### src/hdl/npm_pkg.sv
package npm_pkg;

  // Block power state, one-hot
  typedef enum logic [1:0]
  {
    NPM_BLK_ACTIVE    = 2'b01,
    NPM_BLK_RETENTION = 2'b10
  } npm_blk_e;

  // Networking subsystem mode
  localparam logic [1:0] NPM_NET_DISABLED   = 2'h0;
  localparam logic [1:0] NPM_NET_DEEP_SLEEP = 2'h1;
  localparam logic [1:0] NPM_NET_ACTIVE     = 2'h2;

  // Application CPU mode as written by software
  localparam logic [2:0] NPM_CPU_SHUTDOWN  = 3'h0;
  localparam logic [2:0] NPM_CPU_HIBERNATE = 3'h1;
  localparam logic [2:0] NPM_CPU_DEEP      = 3'h2;
  localparam logic [2:0] NPM_CPU_SLEEP     = 3'h3;
  localparam logic [2:0] NPM_CPU_ACTIVE    = 3'h4;

  // Chip-level mode
  localparam logic [1:0] NPM_CHIP_SHUTDOWN  = 2'h0;
  localparam logic [1:0] NPM_CHIP_HIBERNATE = 2'h1;
  localparam logic [1:0] NPM_CHIP_DEEP      = 2'h2;
  localparam logic [1:0] NPM_CHIP_ACTIVE    = 2'h3;

  // Register byte addresses
  localparam logic [7:0] NPM_ADDR_CTRL   = 8'h00;
  localparam logic [7:0] NPM_ADDR_STATUS = 8'h04;
  localparam logic [7:0] NPM_ADDR_EVENT  = 8'h08;

  // Control field positions
  localparam int NPM_CTRL_CPU_LSB  = 0;
  localparam int NPM_CTRL_NET_EN   = 4;
  localparam int NPM_CTRL_WIDTH    = 5;

  // Reset values
  localparam logic [2:0] NPM_CPU_RESET    = 3'h4;
  localparam logic       NPM_NET_EN_RESET = 1'b0;

  // Idle threshold before a block may enter retention
  localparam int         NPM_IDLE_NS    = 1000;
  localparam int         NPM_CLK_NS     = 5;
  localparam logic [7:0] NPM_IDLE_CYC   = 8'((NPM_IDLE_NS + NPM_CLK_NS - 1) / NPM_CLK_NS);
  // Slow clock settle time on a cold boot, boot time otherwise
  localparam int         NPM_SLOWCLK_NS = 2000;
  localparam logic [9:0] NPM_COLD_CYC   = 10'((NPM_SLOWCLK_NS + NPM_CLK_NS - 1) / NPM_CLK_NS);
  localparam logic [9:0] NPM_WARM_CYC   = 10'h010;

endpackage : npm_pkg

### src/hdl/npm_blk_if.sv
`timescale 1ns/100ps
`default_nettype none
interface npm_blk_if;
  import npm_pkg::*;
  logic     busy;
  logic     hold;
  npm_blk_e state;
  modport ctl (input busy, input hold, output state);
  modport top (output busy, output hold, input state);
endinterface : npm_blk_if
`default_nettype wire

### src/hdl/npm_blk_sleep.sv
`timescale 1ns/100ps
`default_nettype none
module npm_blk_sleep
  import npm_pkg::*;
(
  input  wire logic  clk,
  input  wire logic  reset,
  input  wire logic  enable,
  npm_blk_if.ctl     blk
);
  logic [7:0] idle_cnt;
  logic [7:0] next_idle_cnt;
  npm_blk_e   next_state;
  wire        can_sleep = !blk.busy && !blk.hold && idle_cnt == NPM_IDLE_CYC;

  assign next_idle_cnt = (blk.busy || !enable) ? 8'h00 :
                         (idle_cnt == NPM_IDLE_CYC) ? idle_cnt : idle_cnt + 8'h01;

  // Each block decides alone; pending work always wakes it
  always_comb
  begin
    next_state = blk.state;
    case (blk.state)
      NPM_BLK_ACTIVE:    if (enable && can_sleep) next_state = NPM_BLK_RETENTION;
      NPM_BLK_RETENTION: if (!enable || blk.busy || blk.hold) next_state = NPM_BLK_ACTIVE;
      default:           next_state = NPM_BLK_ACTIVE;
    endcase
  end

  always_ff @(posedge clk)
  begin
    if (reset)
    begin
      blk.state <= NPM_BLK_ACTIVE;
      idle_cnt  <= 8'h00;
    end
    else
    begin
      blk.state <= next_state;
      idle_cnt  <= next_idle_cnt;
    end
  end

  property p_busy_wakes;
    @(posedge clk) disable iff (reset)
      blk.busy |=> blk.state == NPM_BLK_ACTIVE;
  endproperty
  a_busy_wakes: assert property (p_busy_wakes) else $error("busy block stayed retained");

  property p_idle_sleeps;
    @(posedge clk) disable iff (reset)
      (enable && !blk.busy && !blk.hold)[*8] ##1 (enable && !blk.busy && !blk.hold)
        |-> ##[0:200] blk.state == NPM_BLK_RETENTION;
  endproperty
  a_idle_sleeps: assert property (p_idle_sleeps) else $error("idle block never slept");
endmodule : npm_blk_sleep
`default_nettype wire

### src/hdl/npm_power_mgr.sv
`timescale 1ns/100ps
`default_nettype none
module npm_power_mgr
  import npm_pkg::*;
(
  input  wire logic        clk,
  input  wire logic        reset,
  input  wire logic        psel,
  input  wire logic        penable,
  input  wire logic        pwrite,
  input  wire logic [7:0]  paddr,
  input  wire logic [31:0] pwdata,
  output logic             pready,
  output logic [31:0]      prdata,
  output logic             pslverr,
  input  wire logic        net_proc_busy,
  input  wire logic        radio_busy,
  input  wire logic        net_event,
  output logic             event_irq,
  output logic             supply_low,
  output logic             xtal_en,
  output logic             pll_en,
  output logic             mem_retain,
  output logic             rtc_run,
  output logic             logic_gated,
  output logic             cpu_reset_vector,
  output logic             net_boot_busy,
  output logic             net_boot_cold,
  output logic [1:0]       net_mode,
  output logic [1:0]       chip_mode
);
  import npm_pkg::*;

  npm_blk_if proc_if ();
  npm_blk_if radio_if ();

  logic [2:0] cpu_mode;
  logic       net_en;
  logic       event_pend;
  logic [9:0] boot_cnt;
  logic       boot_cold;
  logic       was_hibernate;
  logic [1:0] prev_chip;
  logic       blocks_en;

  wire wr_en     = psel && penable && pwrite;
  wire rd_en     = psel && penable && !pwrite;
  wire hit_ctrl  = paddr == NPM_ADDR_CTRL;
  wire hit_stat  = paddr == NPM_ADDR_STATUS;
  wire hit_event = paddr == NPM_ADDR_EVENT;
  wire mapped    = hit_ctrl || hit_stat || hit_event;
  wire [2:0] wr_cpu = pwdata[NPM_CTRL_CPU_LSB +: 3];
  // Hibernate with networking enabled is not a legal pairing; refused
  wire wr_legal  = !(wr_cpu == NPM_CPU_HIBERNATE && pwdata[NPM_CTRL_NET_EN]);
  wire ctrl_wr   = wr_en && hit_ctrl && wr_legal && wr_cpu <= NPM_CPU_ACTIVE;
  wire ev_rd     = rd_en && hit_event;

  // Subsystem mode from block states
  function automatic logic [1:0] net_of(input logic en, input npm_blk_e a, input npm_blk_e b);
    if (!en)
      return NPM_NET_DISABLED;
    else if (a == NPM_BLK_RETENTION && b == NPM_BLK_RETENTION)
      return NPM_NET_DEEP_SLEEP;
    else
      return NPM_NET_ACTIVE;
  endfunction : net_of

  // Chip mode from CPU mode and subsystem mode
  function automatic logic [1:0] chip_of(input logic [2:0] cpu, input logic [1:0] net);
    if (cpu == NPM_CPU_SLEEP || cpu == NPM_CPU_ACTIVE)
      return NPM_CHIP_ACTIVE;
    else if (cpu == NPM_CPU_HIBERNATE)
      return NPM_CHIP_HIBERNATE;
    else if (cpu == NPM_CPU_DEEP)
      return (net == NPM_NET_ACTIVE) ? NPM_CHIP_ACTIVE : NPM_CHIP_DEEP;
    else
      return NPM_CHIP_SHUTDOWN;
  endfunction : chip_of

  // Blocks run only after boot completes
  assign blocks_en      = net_en && boot_cnt == 10'h000;
  assign proc_if.busy   = net_proc_busy || event_pend || !blocks_en;
  assign proc_if.hold   = event_pend;
  assign radio_if.busy  = radio_busy || !blocks_en;
  assign radio_if.hold  = event_pend;

  npm_blk_sleep u_proc
  (
    .clk    (clk),
    .reset  (reset),
    .enable (blocks_en),
    .blk    (proc_if.ctl)
  );

  npm_blk_sleep u_radio
  (
    .clk    (clk),
    .reset  (reset),
    .enable (blocks_en),
    .blk    (radio_if.ctl)
  );

  wire [1:0] next_net_mode  = net_of(blocks_en, proc_if.state, radio_if.state);
  wire [1:0] next_chip_mode = chip_of(cpu_mode, next_net_mode);
  wire       chip_deep      = next_chip_mode == NPM_CHIP_DEEP;
  wire       chip_hib       = next_chip_mode == NPM_CHIP_HIBERNATE;
  wire       chip_off       = next_chip_mode == NPM_CHIP_SHUTDOWN;
  // Enable edge starts a boot whose kind follows the prior power state
  wire       start_boot     = ctrl_wr && pwdata[NPM_CTRL_NET_EN] && !net_en;
  wire       wake_from_deep = prev_chip == NPM_CHIP_DEEP && !chip_deep;

  always_ff @(posedge clk)
  begin
    if (reset)
    begin
      cpu_mode <= NPM_CPU_RESET;
      net_en   <= NPM_NET_EN_RESET;
    end
    else if (ctrl_wr)
    begin
      cpu_mode <= wr_cpu;
      net_en   <= pwdata[NPM_CTRL_NET_EN];
    end
  end

  // Set wins over the clear by an event register read
  always_ff @(posedge clk)
  begin
    if (reset)
      event_pend <= 1'b0;
    else if (net_event && net_en)
      event_pend <= 1'b1;
    else if (ev_rd)
      event_pend <= 1'b0;
  end

  // Prior state remembered for the boot choice
  always_ff @(posedge clk)
  begin
    if (reset)
      was_hibernate <= 1'b0;
    else if (!net_en)
      was_hibernate <= cpu_mode == NPM_CPU_HIBERNATE || was_hibernate && cpu_mode != NPM_CPU_SHUTDOWN;
  end

  always_ff @(posedge clk)
  begin
    if (reset)
    begin
      boot_cnt  <= 10'h000;
      boot_cold <= 1'b1;
    end
    else if (start_boot)
    begin
      boot_cnt  <= was_hibernate ? NPM_WARM_CYC : NPM_COLD_CYC;
      boot_cold <= !was_hibernate;
    end
    else if (!net_en)
      boot_cnt  <= 10'h000;
    else if (boot_cnt != 10'h000)
      boot_cnt  <= boot_cnt - 10'h001;
  end

  always_ff @(posedge clk)
  begin
    if (reset)
    begin
      net_mode         <= NPM_NET_DISABLED;
      chip_mode        <= NPM_CHIP_ACTIVE;
      prev_chip        <= NPM_CHIP_ACTIVE;
      supply_low       <= 1'b0;
      xtal_en          <= 1'b1;
      pll_en           <= 1'b1;
      mem_retain       <= 1'b0;
      rtc_run          <= 1'b1;
      logic_gated      <= 1'b0;
      cpu_reset_vector <= 1'b0;
      event_irq        <= 1'b0;
      net_boot_busy    <= 1'b0;
      net_boot_cold    <= 1'b0;
    end
    else
    begin
      net_mode         <= next_net_mode;
      chip_mode        <= next_chip_mode;
      prev_chip        <= next_chip_mode;
      // Active: nominal supplies and all clocks, no software step needed
      supply_low       <= !(next_chip_mode == NPM_CHIP_ACTIVE);
      xtal_en          <= next_chip_mode == NPM_CHIP_ACTIVE;
      pll_en           <= next_chip_mode == NPM_CHIP_ACTIVE;
      mem_retain       <= chip_deep;
      rtc_run          <= !chip_off;
      logic_gated      <= chip_deep || chip_hib || chip_off;
      cpu_reset_vector <= wake_from_deep;
      event_irq        <= event_pend && net_en;
      net_boot_busy    <= start_boot || boot_cnt > 10'h001;
      net_boot_cold    <= start_boot ? !was_hibernate : boot_cold && boot_cnt > 10'h001;
    end
  end

  // APB: zero wait states, error on unmapped or refused access
  assign pready  = 1'b1;
  assign pslverr = psel && penable && (!mapped || (pwrite && !hit_ctrl) || (wr_en && hit_ctrl && !ctrl_wr));

  always_ff @(posedge clk)
  begin
    if (reset)
      prdata <= 32'h0000_0000;
    else if (psel && !penable && !pwrite)
    begin
      if (paddr == NPM_ADDR_CTRL)
        prdata <= {27'h0, net_en, 1'b0, cpu_mode};
      else if (paddr == NPM_ADDR_STATUS)
        prdata <= {20'h0, boot_cold, net_boot_busy, chip_mode, 2'h0, net_mode,
                   radio_if.state == NPM_BLK_RETENTION, proc_if.state == NPM_BLK_RETENTION, 2'h0};
      else if (paddr == NPM_ADDR_EVENT)
        prdata <= {31'h0, event_pend};
      else
        prdata <= 32'h0000_0000;
    end
  end

  property p_deep_both;
    @(posedge clk) disable iff (reset)
      (blocks_en && proc_if.state == NPM_BLK_RETENTION && radio_if.state == NPM_BLK_RETENTION)
        |=> net_mode == NPM_NET_DEEP_SLEEP;
  endproperty
  a_deep_both: assert property (p_deep_both) else $error("deep sleep not reported");

  property p_active_any;
    @(posedge clk) disable iff (reset)
      (blocks_en && (proc_if.state == NPM_BLK_ACTIVE || radio_if.state == NPM_BLK_ACTIVE))
        |=> net_mode == NPM_NET_ACTIVE;
  endproperty
  a_active_any: assert property (p_active_any) else $error("active not reported");

  property p_deep_clocks;
    @(posedge clk) disable iff (reset)
      chip_mode == NPM_CHIP_DEEP |-> !xtal_en && !pll_en && supply_low && mem_retain;
  endproperty
  a_deep_clocks: assert property (p_deep_clocks) else $error("deep sleep clocks wrong");

  property p_hib_rtc;
    @(posedge clk) disable iff (reset)
      chip_mode == NPM_CHIP_HIBERNATE |-> rtc_run && logic_gated && !mem_retain;
  endproperty
  a_hib_rtc: assert property (p_hib_rtc) else $error("hibernate outputs wrong");

  property p_off_rtc;
    @(posedge clk) disable iff (reset)
      chip_mode == NPM_CHIP_SHUTDOWN |-> !rtc_run && !mem_retain;
  endproperty
  a_off_rtc: assert property (p_off_rtc) else $error("shutdown outputs wrong");

  property p_active_clocks;
    @(posedge clk) disable iff (reset)
      chip_mode == NPM_CHIP_ACTIVE |-> xtal_en && pll_en && !supply_low && !logic_gated;
  endproperty
  a_active_clocks: assert property (p_active_clocks) else $error("active outputs wrong");

  property p_cpu_run;
    @(posedge clk) disable iff (reset)
      (cpu_mode == NPM_CPU_SLEEP || cpu_mode == NPM_CPU_ACTIVE) |=> chip_mode == NPM_CHIP_ACTIVE;
  endproperty
  a_cpu_run: assert property (p_cpu_run) else $error("cpu run not active");

  property p_cpu_deep;
    @(posedge clk) disable iff (reset)
      (cpu_mode == NPM_CPU_DEEP && !blocks_en) |=> chip_mode == NPM_CHIP_DEEP;
  endproperty
  a_cpu_deep: assert property (p_cpu_deep) else $error("cpu deep not followed");

  property p_wake_vector;
    @(posedge clk) disable iff (reset)
      (chip_mode == NPM_CHIP_DEEP ##1 chip_mode != NPM_CHIP_DEEP) |-> cpu_reset_vector;
  endproperty
  a_wake_vector: assert property (p_wake_vector) else $error("no reset vector restart");

  property p_warm_boot;
    @(posedge clk) disable iff (reset)
      (start_boot && was_hibernate) |=> boot_cnt == NPM_WARM_CYC && !net_boot_cold;
  endproperty
  a_warm_boot: assert property (p_warm_boot) else $error("warm boot not chosen");

  property p_irq_no_deep;
    @(posedge clk) disable iff (reset)
      event_pend |=> ##1 net_mode != NPM_NET_DEEP_SLEEP;
  endproperty
  a_irq_no_deep: assert property (p_irq_no_deep) else $error("deep sleep with event up");

  property p_irq_clear;
    @(posedge clk) disable iff (reset)
      (ev_rd && !net_event) |=> ##1 !event_irq;
  endproperty
  a_irq_clear: assert property (p_irq_clear) else $error("event line not cleared");

  property p_hold_ctrl;
    @(posedge clk) disable iff (reset)
      !ctrl_wr |=> $stable(cpu_mode) && $stable(net_en);
  endproperty
  a_hold_ctrl: assert property (p_hold_ctrl) else $error("mode changed without write");

  property p_cold_boot;
    @(posedge clk) disable iff (reset)
      (start_boot && !was_hibernate) |=> boot_cnt == NPM_COLD_CYC && net_boot_cold;
  endproperty
  a_cold_boot: assert property (p_cold_boot) else $error("cold boot not chosen");

  // Hibernate is only reachable with networking off, so the pair is never shown
  property p_hib_off;
    @(posedge clk) disable iff (reset)
      chip_mode == NPM_CHIP_HIBERNATE |-> net_mode == NPM_NET_DISABLED;
  endproperty
  a_hib_off: assert property (p_hib_off) else $error("hibernate with net on");

  property p_deep_gated;
    @(posedge clk) disable iff (reset)
      chip_mode == NPM_CHIP_DEEP |-> logic_gated && rtc_run;
  endproperty
  a_deep_gated: assert property (p_deep_gated) else $error("deep sleep not gated");

  // One cycle wide; a held level would restart the CPU a second time
  property p_vector_pulse;
    @(posedge clk) disable iff (reset)
      cpu_reset_vector |=> !cpu_reset_vector;
  endproperty
  a_vector_pulse: assert property (p_vector_pulse) else $error("restart held too long");

  property p_irq_set;
    @(posedge clk) disable iff (reset)
      (net_event && net_en) ##1 net_en |=> event_irq;
  endproperty
  a_irq_set: assert property (p_irq_set) else $error("event line not raised");
endmodule : npm_power_mgr
`default_nettype wire

### config.mk
export PLATFORM = sky130hd
export DESIGN_NAME = npm_power_mgr
export DESIGN_NICKNAME = d
export VERILOG_FILES = /design/src/hdl/npm_pkg.sv /design/src/hdl/npm_blk_if.sv /design/src/hdl/npm_blk_sleep.sv /design/src/hdl/npm_power_mgr.sv
export SDC_FILE = /design/constraint.sdc
export NUM_CORES = 1
export LEC_CHECK = 0
export BUFFER_PORTS_ARGS = -buffer_cell sky130_fd_sc_hd__buf_2
export CELL_PAD_IN_SITES_DETAIL_PLACEMENT = 1
export CELL_PAD_IN_SITES_GLOBAL_PLACEMENT = 2
export CORE_MARGIN = 5
export CORE_UTILIZATION = 31
export CTS_CLUSTER_SIZE = 10
export DETAILED_ROUTE_END_ITERATION = 8
export GPL_TIMING_DRIVEN = 0
export PLACE_DENSITY_LB_ADDON = 0.1
export REMOVE_ABC_BUFFERS = 1
export SYNTH_ARGS = -nofsm -noshare
export SYNTH_HDL_FRONTEND = slang
export SYNTH_SLANG_ARGS = --single-unit
### constraint.sdc
create_clock -name clk -period 3.87 [get_ports clk]
set_input_delay 0 -clock clk [delete_from_list [all_inputs] [get_ports clk]]
set_output_delay 0 -clock clk [all_outputs]
set_load 0.005 [all_outputs]
## Word-level counts from Yosys, hierarchy flattened

Index checks and enable logic that the tools add are counted.

- Bits in registers: 82
- Output and inout bits: 48
- Word-level logic and storage cells: 141

- Add/subtract/negate cells: 3
- Order comparisons: 2
- Eq/ne operators: 23
- Muxes and demuxes: 22
- Reductions and logical operators: 69

Operators by type and width:

| kind | number |
|---|---|
| 10-bit two-way mux | 3 |
| 1-bit logical AND | 28 |
| 12-bit two-way mux | 2 |
| 2-bit two-way mux | 9 |
| 8-bit by 1-bit adder with 8-bit output (second input constant) | 2 |
| 8-bit equality test (second input constant) | 2 |
| 1-bit logical OR | 16 |
| 1-bit zero test | 15 |
| 2-bit equality test (second input constant) | 6 |
| 10-bit by 1-bit > comparator with 1-bit output (second input constant) | 1 |
| 10-bit zero test | 1 |
| 10-bit nonzero test | 1 |
| 10-bit by 1-bit subtractor with 10-bit output (second input constant) | 1 |
| 9-bit two-way mux | 1 |
| 8-bit by 3-bit equality test with 1-bit output (second input constant) | 1 |
| 8-bit by 4-bit equality test with 1-bit output (second input constant) | 1 |
| 8-bit zero test | 1 |
| 2-bit by 1-bit != test with 1-bit output (second input constant) | 4 |
| 2-bit one-hot mux with 2 select lines | 2 |
| 2-bit by 1-bit equality test with 1-bit output (second input constant) | 3 |
| 3-bit by 1-bit equality test with 1-bit output (second input constant) | 2 |
| 3-bit by 2-bit equality test with 1-bit output (second input constant) | 2 |
| 1-bit two-way mux | 5 |
| 2-bit AND reduction | 2 |
| other kinds (7) | 8 |

## Depth between registers and ports, before layout

Gate-level depths: netlist (run 1).

- Word-level depth: 12
- Mapped depth: 7

## By module

From an unflattened synthesis (run 1), not the netlist that was laid out.

- Cell total of the unflattened synthesis: 347
- Area total of the unflattened synthesis: 3032.9 µm²

By module, submodules not included:

| module | instances | cells each | area each (µm²) | sequential area each (µm²) |
|---|---|---|---|---|
| npm_power_mgr | 1 | 241 | 2059.5 | 780.7 |
| npm_blk_sleep | 2 | 53 | 486.7 | 200.2 |

## Worst setup path after synthesis (run 1)

Ideal clock, no wire load.

- Path kind: reg-to-reg
- From: reg boot_cnt[2]
- To: reg u_radio.blk.state[0]
- Library setup time: 127 ps
- Arrival: 2166 ps
- Path slack: 1577 ps
- Stages on the path, launching flop included: 7
- Path buffers: 2
- Clock period less this slack: 2293 ps
- Path through: dfxtp_1 > or4_1 > buf_2 > or3_4 > or3_1 > buf_2 > or3_1

- Cells in the longest elaborated chain, start to end: 10
- Elaborated cells on any way between the ends: 13
- Those cells by class: eq/ne (2); reduce/logical (11)

RTL lines:

| what | RTL line | text |
|---|---|---|
| start: declaration | npm_power_mgr.sv:40 | `logic [9:0] boot_cnt;` |
| start signal: assignment | npm_power_mgr.sv:155 | `boot_cnt <= was_hibernate ? NPM_WARM_CYC : NPM_COLD_CYC;` |
| start signal: assignment | npm_power_mgr.sv:161 | `boot_cnt <= boot_cnt - 10'h001;` |
| 10-bit zero test (*) | npm_power_mgr.sv:81 | `assign blocks_en = net_en && boot_cnt == 10'h000;` |
| 1-bit logical AND (*) | npm_power_mgr.sv:81 |  |
| 1-bit zero test | npm_blk_sleep.sv:25, npm_power_mgr.sv:84 |  |
| 1-bit logical OR | npm_power_mgr.sv:84 | `assign radio_if.busy = radio_busy \|\| !blocks_en;` |
| 1-bit zero test | npm_blk_sleep.sv:14 | `wire can_sleep = !blk.busy && !blk.hold && idle_cnt == NPM_IDLE_CYC;` |
| 1-bit logical AND (2 in a row) | npm_blk_sleep.sv:14 |  |
| 1-bit logical AND | npm_blk_sleep.sv:24 | `NPM_BLK_ACTIVE: if (enable && can_sleep) next_state = NPM_BLK_RETENTION;` |
| 2-bit by 1-bit != test with 1-bit output (no line) | - |  |
| 2-bit AND reduction (no line) (*) | - |  |
| end signal: assignment | npm_blk_sleep.sv:39 | `blk.state <= next_state;` |
| end: declaration | npm_blk_if.sv:8 | `modport ctl (input busy, input hold, output state);` |

Every way passes the cells marked *; elsewhere a longest branch is shown, timed or not.
A chain may end at the register's enable or synchronous reset.

## Final worst setup path (run 1)

- From: reg boot_cnt[2]
- To: reg u_proc.blk.state[0]

- Cells in the longest elaborated chain, start to end: 10
- Elaborated cells on any way between the ends: 13
- Those cells by class: eq/ne (2); reduce/logical (11)

RTL lines:

| what | RTL line | text |
|---|---|---|
| 10-bit zero test (*) | npm_power_mgr.sv:81 |  |
| 1-bit logical AND (*) | npm_power_mgr.sv:81 |  |
| 1-bit zero test | npm_blk_sleep.sv:25, npm_power_mgr.sv:82 |  |
| 1-bit logical OR | npm_power_mgr.sv:82 | `assign proc_if.busy = net_proc_busy \|\| event_pend \|\| !blocks_en;` |
| 1-bit zero test | npm_blk_sleep.sv:14 |  |
| 1-bit logical AND (2 in a row) | npm_blk_sleep.sv:14 |  |
| 1-bit logical AND | npm_blk_sleep.sv:24 |  |
| 2-bit by 1-bit != test with 1-bit output (no line) | - |  |
| 2-bit AND reduction (no line) (*) | - |  |
| end signal: assignment | npm_blk_sleep.sv:39 |  |
| end: declaration | npm_blk_if.sv:8 |  |

Marked as above.

==> impl_results.md, run 1 <==
- Min-delay src: radio_busy
- Total of warnings raised by yosys: 0
- Core Box Area: 9110 um^2
- Routed wire per std cell: 15.1 um
- Top cells by area, synth: dfxtp_1 42%, buf_4 6.6%, nor2_1 4.5%
- Reg clk slew, reported paths: roughly 0.07 ns
- CP required: 4.09 ns
- First-pass GRT wire length: approximately 12000 um
- Status: finished clean
- Die X: ~110 um
- CP Class: reg -> reg
- Register area share after synthesis: around 42%
- Vias in the first global route: approximately 2.4k
- Arrival @ worst endpoint: ~2.7 ns
- CP max stage cell: or4_1
- Slew @ Worst Pin: around 1.0 ns
- Final GP Congestion: just under 0.8
- GRT overflow: 0
- Netlist cell types: 47
- Hold Path Class: in -> reg
- Max Buffers Root-to-Sink: 2
- Power Density: about 360 nW/um^2
- CTS-repair resized insts: 0
- Final ANT Viol Nets: 0
- Htree depth: 3
- Fraction of layout cells with a size suffix above 1: 17.9%
- Comb pwr share: between 4 and 5%
- Post-CTS Setup Bufs: 0
- IO buf count: 44
- Crit path max-delay family: simple AND/OR/NAND/NOR gates
- Part of the cycle the worst path needs: 64.4%
- TritonCTS clock tree: built
- Finished Layout Cells: about 500
- Core Rows: 35
- Post-Syn Area: 2840 um^2
- Setup Viol. Count Final: 0
- Num ports: 96
- VDD IR max: 0.108 mV
- Seq pwr share: between 50% and 60%
- Synth cell count leaders: 59 x dfxtp_1, 34 x nor2_1, 25 x buf_4
- DR DRC count: 0
- Fin Hold WS: between 0.02 and 0.03 ns
- Leakage Power: approximately 1.4 nW
- Most common cell on crit path: or4_1
- Pre-antenna DRT Iters: 4
- Buf+Inv Stages, Crit Path: 0
- Starting Density: 31.2%
- Final nets: approximately 430
- Worst skew pair latency: between 0.3 and 0.4 ns
- CP startpoint kind: register
- Max-Slew Margin vs Limit: 29.7%
- Hold Fails Final Rpt: 0
- N_diodes: 0
- Post-Route WL: around 7300 um
- CP Capture Type: register
- DR vias: 2385
- Share of the synthesized area in the top cell type: 41.5%
- Post-CTS Hold Fix Bufs: 5
- CP Max Fanout: 10
- Pre-CTS setup slack: 1.37 ns
- Post-synth top area cell: dfxtp_1
- Synth-to-layout area growth: 15.2%
- Die Y: 106 um
- Max frequency: between 400 and 500 MHz
- Setup TNS: 0 ns
- Largest net degree at the start of global routing: 29
- RR Startpoint: boot_cnt[2]
- Setup WS post-layout: 1.38 ns
- Switching share of power: about 25%
- Finished Core Util: a little over a third
- GRT Total Usage: between 10% and 20%
- RSZ-0062 raised after global routing: no
- R2R Setup Slk: 1.38 ns
- Avg Inst Size Synth: between 8 and 9 um^2
- Net Sw Power: about 0.3 mW
- Most common cell in the netlist: dfxtp_1
- Ys async rst share: 0%
- # Max-Cap Violations: 0
- Worst-path cell chain: or4_1, or3_4, or4_1, o21bai_1
- Die area: 11200 um^2
- Minimum clock period: around 2.5 ns
- Initial antenna violation count: 0
- HPWL Detailed: about 5300 um
- Mapped Cells: approximately 330
- Slowest stage delay, CP: around 0.68 ns
- Clock net sink count: just under 60
- Vias per cell: about 4.9
- EDFF count, synth: 0
- Inst Count DP: around 470
- Internal: slightly below 0.9 mW
- Synthesized flop and latch total: 59
- Main synth FF type: dfxtp_1
- Crit. Startpoint: boot_cnt[2]
- Final Slew Violations: 0
- Clock skew: 0.0152 ns
- Num CTS Buffers: 9
- Clk pwr share: 44.0%
- DRT iter0 DRCs: 100
- Root buffer cell: clkbuf_8
[power groups by stage]
stage                     Clock, mW  Combinational, mW  Sequential (mW)
after floorplan                   0             0.0193            0.621
after global placement            0             0.0445            0.621
after detailed placement          0             0.0449            0.621
after CTS                     0.539             0.0488            0.607
after global routing          0.565             0.0550            0.607
final                         0.516             0.0490            0.607
[metrics by stage]
step | power [mW] | instance area (um^2)
finish | 1.17 | 3270
global route | 1.23 | 3270
CTS | 1.19 | 3270
detailed placement | 0.666 | 3040
global placement | 0.665 | 3040
floorplan | 0.640 | 2690
[worst register-to-register path, stage by stage, from the launching register on]
cell and delay [ns]:
dfxtp_1 0.36, or4_1 0.68, or3_4 0.49, or4_1 0.62
o21bai_1 0.24
[area by class of cell]
| class | count | area, um^2 |
|---|---|---|
| Fill cell | 1115 | 5830 |
| Multi-Input combinational cell | 243 | 1470 |
| Sequential cell | 59 | 1180 |
| Timing Repair Buffer | 49 | 270 |
| Clock buffer | 11 | 141 |
| Tap cell | 111 | 139 |
| Clock inverter | 5 | 38.8 |
| Inverter | 8 | 30.0 |
[worst paths after layout]
path	to	depth (start not counted)
max	u_proc.blk.state[0]	4
min	u_radio.idle_cnt[2]	3
max reg2reg	u_proc.blk.state[0]	4
min reg2reg	prdata[0]	2
[state kept, by name, indices dropped and copies added (netlist names)]
signal             cells
boot_cnt              10
boot_cold              1
cpu_mode               3
cpu_reset_vector       1
event_irq              1
event_pend             1
logic_gated            1
mem_retain             1
net_boot_busy          1
net_boot_cold          1
net_en                 1
net_mode               2
pll_en                 1
prdata                10
prev_chip              2
rtc_run                1
u_proc.blk.state       2
u_proc.idle_cnt        8
u_radio.blk.state      2
u_radio.idle_cnt       8
was_hibernate          1
[layer usage]
| metal | track usage, % | routed length, um |
|---|---|---|
| met5 | 0 | 0 |
| met4 | 4.72 | 93 |
| met3 | 3.92 | 318 |
| met2 | 22.5 | 3440 |
| met1 | 16.7 | 3480 |
[cell families after synthesis]
family,synth area share (%)
adders and majority gates,3.08
and+or+nand+nor,25.7
AOI/OAI and AO/OA,11.3
DFF,41.5
other,0.264
xor gates and xnor gates,5.85
buffers and inverters,9.37
muxes,2.90
[cell usage in the layout, fill, tap and decap left out, types with 6 or more instances in the layout]
cell type  count
nand2_1       21
nor2_1        34
and3_1         6
inv_1          8
o21ai_0        6
mux2i_1        6
nor3b_1        6
nor2b_1        6
conb_1        23
a22oi_1        6
ha_1           7
dfxtp_1       59
nand4b_1       6
buf_2         44
nor3_1        11
clkbuf_8      10
nand3_1       13
xor2_1        14
a21oi_1       21
Note: power is estimated with default switching activity, not from simulation.
==> run 2, diff against run 1 <==
Settings changed: CORE_UTILIZATION 31 to 29.
Clock period 3.87 ns to 2.4 ns, I/O delays scaled along.
==> run 2 against run 1 <==
Non-clock buffer count is the same. Core utilization shrank 1.0 points. Cell area grew 3.2%. Clock-buffer cell count shrank 2. Global-route usage shrank 0.20 points. Power grew 84%. First-iteration DRC count shrank 36%. Via count shrank 0.17%.
==> impl_results.md, run 2 (same netlist as run 1, synthesis figures left out) <==
- Status: finished clean (unchanged)
- GRT Total Usage: 13.4% (was 13.6%)
- DR vias: 2381 (was 2385)
- Pre-CTS setup slack: -0.156 ns (was 1.37 ns)
- RSZ-0062 raised after global routing: no (unchanged)
- Final ANT Viol Nets: 0 (unchanged)
- Die Y: 109 um (was 106 um)
- Crit path max-delay family: simple AND/OR/NAND/NOR gates (unchanged)
- CP required: 2.61 ns (was 4.09 ns)
- Starting Density: 29.4% (was 31.2%)
- Register Area: 1180 um^2 (about the same)
- Root buffer cell: clkbuf_8 (unchanged)
- Setup Viol. Count Final: 0 (unchanged)
- Final nets: 425 (unchanged)
- Inst Count DP: 487 (was 465)
- Max Buffers Root-to-Sink: 2 (unchanged)
- Setup WS post-layout: 0.0933 ns (was 1.38 ns)
- R2r endpoint: u_radio.blk.state[0] (was u_proc.blk.state[0])
- Area of the multi-input gates: 1490 um^2 (was 1470 um^2)
- Minimum clock period: 2.31 ns (was 2.49 ns)
- IO buf count: 44 (unchanged)
- Buf+Inv Stages, Crit Path: 0 (unchanged)
- GRT overflow: 0 (unchanged)
- Core Box Area: 9680 um^2 (was 9110 um^2)
- CP max stage cell: or4_4 (was or4_1)
- Hold Fails Final Rpt: 0 (unchanged)
- Initial antenna violation count: 0 (unchanged)
- Worst-path cell chain: or4_4, or3_4, or3_4, or3_1 (was or4_1, or3_4, or4_1, o21bai_1)
- RR Startpoint: boot_cnt[2] (unchanged)
- First-pass GRT wire length: 12300 um (was 11900 um)
- Commonest non-fill, non-tap cell in the layout: dfxtp_1 (unchanged)
- DRT iter0 DRCs: 64 (was 100)
- VDD IR max: 0.272 mV (was 0.108 mV)
- CP Capture Type: register (unchanged)
- Reg clk slew, reported paths: 0.07 ns (about the same)
- Filler cells: 1162 (was 1115)
- Leakage Power: 1.40 nW (was 1.37 nW)
- TritonCTS clock tree: built (unchanged)
- Routed wire per std cell: 14.6 um (was 15.1 um)
- CP Class: reg -> reg (unchanged)
- Max-Slew Margin vs Limit: 25.6% (was 29.7%)
- Hold Path Class: in -> reg (unchanged)
- Slowest stage delay, CP: 0.62 ns (was 0.68 ns)
- Arrival @ worst endpoint: 2.52 ns (was 2.71 ns)
- Num CTS Buffers: 9 (unchanged)
- Synth-to-layout area growth: 18.9% (was 15.2%)
- Die X: 109 um (was 106 um)
- Pre-antenna DRT Iters: 4 (unchanged)
- Finished Layout Cells: 508 (was 486)
- Part of the cycle the worst path needs: 96.1% (was 64.4%)
- Fin Hold WS: 0.0350 ns (was 0.0272 ns)
- # Max-Cap Violations: 0 (unchanged)
- Most frequent cells in the layout: 58 x dfxtp_1, 44 x buf_2, 34 x nor2_1 (was 59 x dfxtp_1, 44 x buf_2, 34 x nor2_1)
- Finished Core Util: 34.9% (was 35.9%)
- CP Max Fanout: 8 (was 10)
- DR DRC count: 0 (unchanged)
- HPWL Detailed: 5420 um (was 5270 um)
- CP startpoint kind: register (unchanged)
- Largest registers: boot_cnt x10, prdata x10 (unchanged)
- Clock net sink count: 59 (unchanged)
- R2R Setup Slk: 0.09 ns (was 1.38 ns)
- Num ports: 96 (unchanged)
- Core Rows: 36 (was 35)
- Final GP Congestion: 0.728 (was 0.781)
- Clock skew: 0.00985 ns (was 0.0152 ns)
- Max frequency: 434 MHz (was 401 MHz)
- Power Density: 639 nW/um^2 (was 358 nW/um^2)
- Fraction of layout cells with a size suffix above 1: 19.5% (was 17.9%)
- Min-delay src: net_proc_busy (was radio_busy)
- Worst skew pair latency: 0.34 ns (about the same)
- Post-Route WL: 7420 um (was 7340 um)
- N_diodes: 0 (unchanged)
- Slew @ Worst Pin: 1.10 ns (was 1.04 ns)
- Hold EP: u_proc.idle_cnt[4] (was u_radio.idle_cnt[2])
- Largest net degree at the start of global routing: 29 (unchanged)
- Vias per cell: 4.69 (was 4.91)
- Htree depth: 3 (unchanged)
- Vias in the first global route: 2444 (was 2416)
- Worst r2r path cells: 4 (unchanged)
- Die area: 11900 um^2 (was 11200 um^2)
- Final Slew Violations: 0 (unchanged)
- Most common cell on crit path: or3_4 (was or4_1)
- Min-Delay Path Depth: 3 (unchanged)
-- run 2: changes by cell type in the layout (fill, tap and decap cells not counted), moves of 2 or more --
cell / previous run / this run
clkinv_4: 3 / 1
or4_1: 5 / 3
bufinv_16: 0 / 3
or4_4: 0 / 2
-- run 2: stage by stage --
stage	TNS, ns	total power [mW]	cell area [um^2]
6_report	0	2.16	3380
4_1_cts	0	2.20	3380
2_1_floorplan	0	1.03	2690
5_1_grt	0	2.25	3380
3_3_place_gp	-0.816	1.07	3070
3_5_place_dp	-0.784	1.07	3070
-- run 2: worst max-delay path by stage --
stage,endpoint,from,slack [ns],depth (start not counted)
finish,u_radio.blk.state[0],boot_cnt[2],0.09,4
global route,u_proc.idle_cnt[5],boot_cnt[2],0.01,4
floorplan,u_radio.blk.state[0],boot_cnt[2],0.12,4
CTS,u_proc.idle_cnt[5],boot_cnt[2],0.07,4
detailed placement,u_proc.idle_cnt[5],boot_cnt[2],-0.16,4
global placement,mem_retain,boot_cnt[2],-0.13,4
-- run 2: repair_timing --
| item | in CTS | in global routing |
|---|---|---|
| hold buffers | 5 | 0 |
| setup buffers | 0 | 0 |
| setup endpoints to repair | 13 | 0 |
| gates resized for setup | 5 | 0 |
| endpoints found under the hold margin | 5 | 0 |
-- run 2: layout make-up --
class	count	area share, %
Clock inverter	7	3.44
Clock buffer	9	3.66
Multi-Input combinational cell	243	44.1
Sequential cell	59	35.0
Tap cell	133	4.92
Inverter	8	0.888
Timing Repair Buffer	49	7.99
-- run 2: metal layers --
metal / global-route usage [%] / vias up / share of wire (%)
li1: - / 1184 / -
met1: 17.0 / 1135 / 46
met2: 21.1 / 54 / 46
met3: 4.56 / 8 / 6.1
met4: 4.60 / 0 / 1.4
met5: 0 / - / 0
-- run 2: worst register-to-register path: stages (launching register included) --
cell and delay [ns]:
dfxtp_1 0.37, or4_4 0.62, or3_4 0.46, or3_4 0.39, or3_1 0.36
-- run 2: power by group --
part	leakage (nW)	internal [mW]	switching, mW	total [mW]
clock	0.119	0.687	0.414	1.10
combinational	0.807	0.0281	0.0511	0.0792
sequential	0.476	0.979	0.000119	0.979
total	1.40	1.69	0.465	2.16
==> run 3, diff against run 2 <==
Settings changed: CTS_BUF_LIST from default to sky130_fd_sc_hd__clkbuf_16.
==> run 3 against run 2 <==
Cell count unchanged. Combinational power hardly changed. Sequential share of layout area decreased by 1.0 points. Critical endpoint unchanged. Largest cell class unchanged. Cell area is 3.0% higher.
==> impl_results.md, run 3 (same netlist as run 1, synthesis figures left out) <==
- Status: finished clean (unchanged)
- Largest registers: boot_cnt x10, prdata x10 (unchanged)
- Seq pwr share: 38.8% (was 45.3%)
- Num CTS Buffers: 9 (unchanged)
- Worst skew pair latency: 0.33 ns (was 0.34 ns)
- Finished Core Util: 36.0% (was 34.9%)
- Vias per cell: 4.72 (was 4.69)
- Final ANT Viol Nets: 0 (unchanged)
- Minimum clock period: 2.30 ns (was 2.31 ns)
- Most frequent cells in the layout: 58 x dfxtp_1, 44 x buf_2, 34 x nor2_1 (unchanged)
- Vias in the first global route: 2444 (unchanged)
- Post-CTS Setup Bufs: 0 (unchanged)
- Pre-CTS setup slack: -0.156 ns (unchanged)
- VDD IR max: 0.338 mV (was 0.272 mV)
- Core Rows: 36 (unchanged)
- Power Density: 725 nW/um^2 (was 639 nW/um^2)
- Finished Layout Cells: 508 (unchanged)
- Max-Slew Margin vs Limit: 25.5% (was 25.6%)
- GRT Total Usage: 13.4% (about the same)
- CP Capture Type: register (unchanged)
- Synth-to-layout area growth: 22.5% (was 18.9%)
- Root buffer cell: clkbuf_16 (was clkbuf_8)
- RSZ-0062 raised after global routing: no (unchanged)
- Initial antenna violation count: 0 (unchanged)
- Fin Hold WS: 0.0475 ns (was 0.0350 ns)
- Core Box Area: 9680 um^2 (unchanged)
- Arrival @ worst endpoint: 2.50 ns (was 2.52 ns)
- Pre-antenna DRT Iters: 4 (unchanged)
- Starting Density: 29.4% (unchanged)
- Worst r2r path cells: 4 (unchanged)
- IO buf count: 44 (unchanged)
- R2r endpoint: u_radio.blk.state[0] (unchanged)
- Final nets: 425 (unchanged)
- Routed wire per std cell: 14.6 um (about the same)
- PnR Total Power: 2.53 mW (was 2.16 mW)
- Htree depth: 3 (unchanged)
- Reg clk slew, reported paths: 0.05 ns (was 0.07 ns)
- CP Max Fanout: 8 (unchanged)
- Final GP Congestion: 0.728 (unchanged)
- Clk pwr share: 58.0% (was 51.0%)
- Fraction of layout cells with a size suffix above 1: 19.5% (unchanged)
- Slew @ Worst Pin: 1.10 ns (about the same)
- Final Slew Violations: 0 (unchanged)
- Die area: 11900 um^2 (unchanged)
- Largest net degree at the start of global routing: 29 (unchanged)
- TritonCTS clock tree: built (unchanged)
- Min-delay src: net_proc_busy (unchanged)
- Max frequency: 434 MHz (about the same)
- DR DRC count: 0 (unchanged)
- Clock net sink count: 59 (unchanged)
- Setup Viol. Count Final: 0 (unchanged)
- # Max-Cap Violations: 0 (unchanged)
- HPWL Detailed: 5420 um (unchanged)
- Commonest non-fill, non-tap cell in the layout: dfxtp_1 (unchanged)
- Die X: 109 um (unchanged)
- Comb pwr share: 3.1% (was 3.7%)
- CP Class: reg -> reg (unchanged)
- Inst Count DP: 487 (unchanged)
- Leakage Power: 1.45 nW (was 1.40 nW)
- Setup WS post-layout: 0.0971 ns (was 0.0933 ns)
- Max Buffers Root-to-Sink: 2 (unchanged)
- DRT iter0 DRCs: 68 (was 64)
- Hold EP: u_proc.idle_cnt[0] (was u_proc.idle_cnt[4])
- DR vias: 2397 (was 2381)
- R2R Setup Slk: 0.1 ns (was 0.09 ns)
- Die Y: 109 um (unchanged)
- Setup TNS: 0 ns (unchanged)
- Hold Path Class: in -> reg (unchanged)
- RR Startpoint: boot_cnt[2] (unchanged)
- GRT overflow: 0 (unchanged)
- First-pass GRT wire length: 12400 um (was 12300 um)
- CP required: 2.60 ns (was 2.61 ns)
- Final instance area: 3480 um^2 (was 3380 um^2)
- Hold Fails Final Rpt: 0 (unchanged)
- Num ports: 96 (unchanged)
- Net Sw Power: 0.506 mW (was 0.465 mW)
- Filler cells: 1153 (was 1162)
- Clock skew: 0.00986 ns (was 0.00985 ns)
- Part of the cycle the worst path needs: 96.0% (was 96.1%)
- N_diodes: 0 (unchanged)
- Post-Route WL: 7410 um (was 7420 um)
- Switching share of power: 20.0% (was 21.5%)
- CP startpoint kind: register (unchanged)
- Min-Delay Path Depth: 3 (unchanged)
- Placed inst area: 3070 um^2 (unchanged)
- Crit. Startpoint: boot_cnt[2] (unchanged)
- Internal: 2.02 mW (was 1.69 mW)
run 3: repair_timing:
action                     4_1_cts  5_1_grt
hold endpoints to repair         5        0
hold buffers                     5        0
setup endpoints to repair       13        1
gates cloned                     0        0
pin swaps                        0        0
gates resized for setup          4        1
run 3: routing by layer:
layer | GRT usage, % | share of wire [%]
met1 | 17.0 | 46
met2 | 21.2 | 47
met5 | 0 | 0
met4 | 3.79 | 0.74
met3 | 5.27 | 6.4
run 3: final cells by class:
cell class | count | area, um^2 | share of cell area, %
Tap cell | 133 | 166 | 4.78
Timing Repair Buffer | 49 | 270 | 7.76
Sequential cell | 59 | 1180 | 34.0
Clock inverter | 7 | 116 | 3.34
Inverter | 8 | 30.0 | 0.862
Multi-Input combinational cell | 243 | 1490 | 42.8
Clock buffer | 9 | 225 | 6.47
run 3: power by group through the flow:
stage               logic (mW)  clock network, mW  registers (mW)
floorplan               0.0311                  0            1.00
global placement        0.0724                  0            1.00
detailed placement      0.0727                  0            1.00
CTS                     0.0791               1.51           0.980
global route            0.0909               1.56           0.979
finish                  0.0795               1.47           0.980
run 3: worst max-delay path, stage by stage (launching register included):
cell	delay, ns
dfxtp_1	0.36
or4_4	0.62
or3_4	0.46
or3_4	0.39
or3_1	0.36
run 3: worst max path at each step:
stage,slack (ns),to
after global placement,-0.13,mem_retain
final,0.1,u_radio.blk.state[0]
after floorplan,0.12,u_radio.blk.state[0]
after detailed placement,-0.16,u_proc.idle_cnt[5]
after global routing,0.02,u_radio.blk.state[0]
after CTS,0.002,u_radio.blk.state[0]
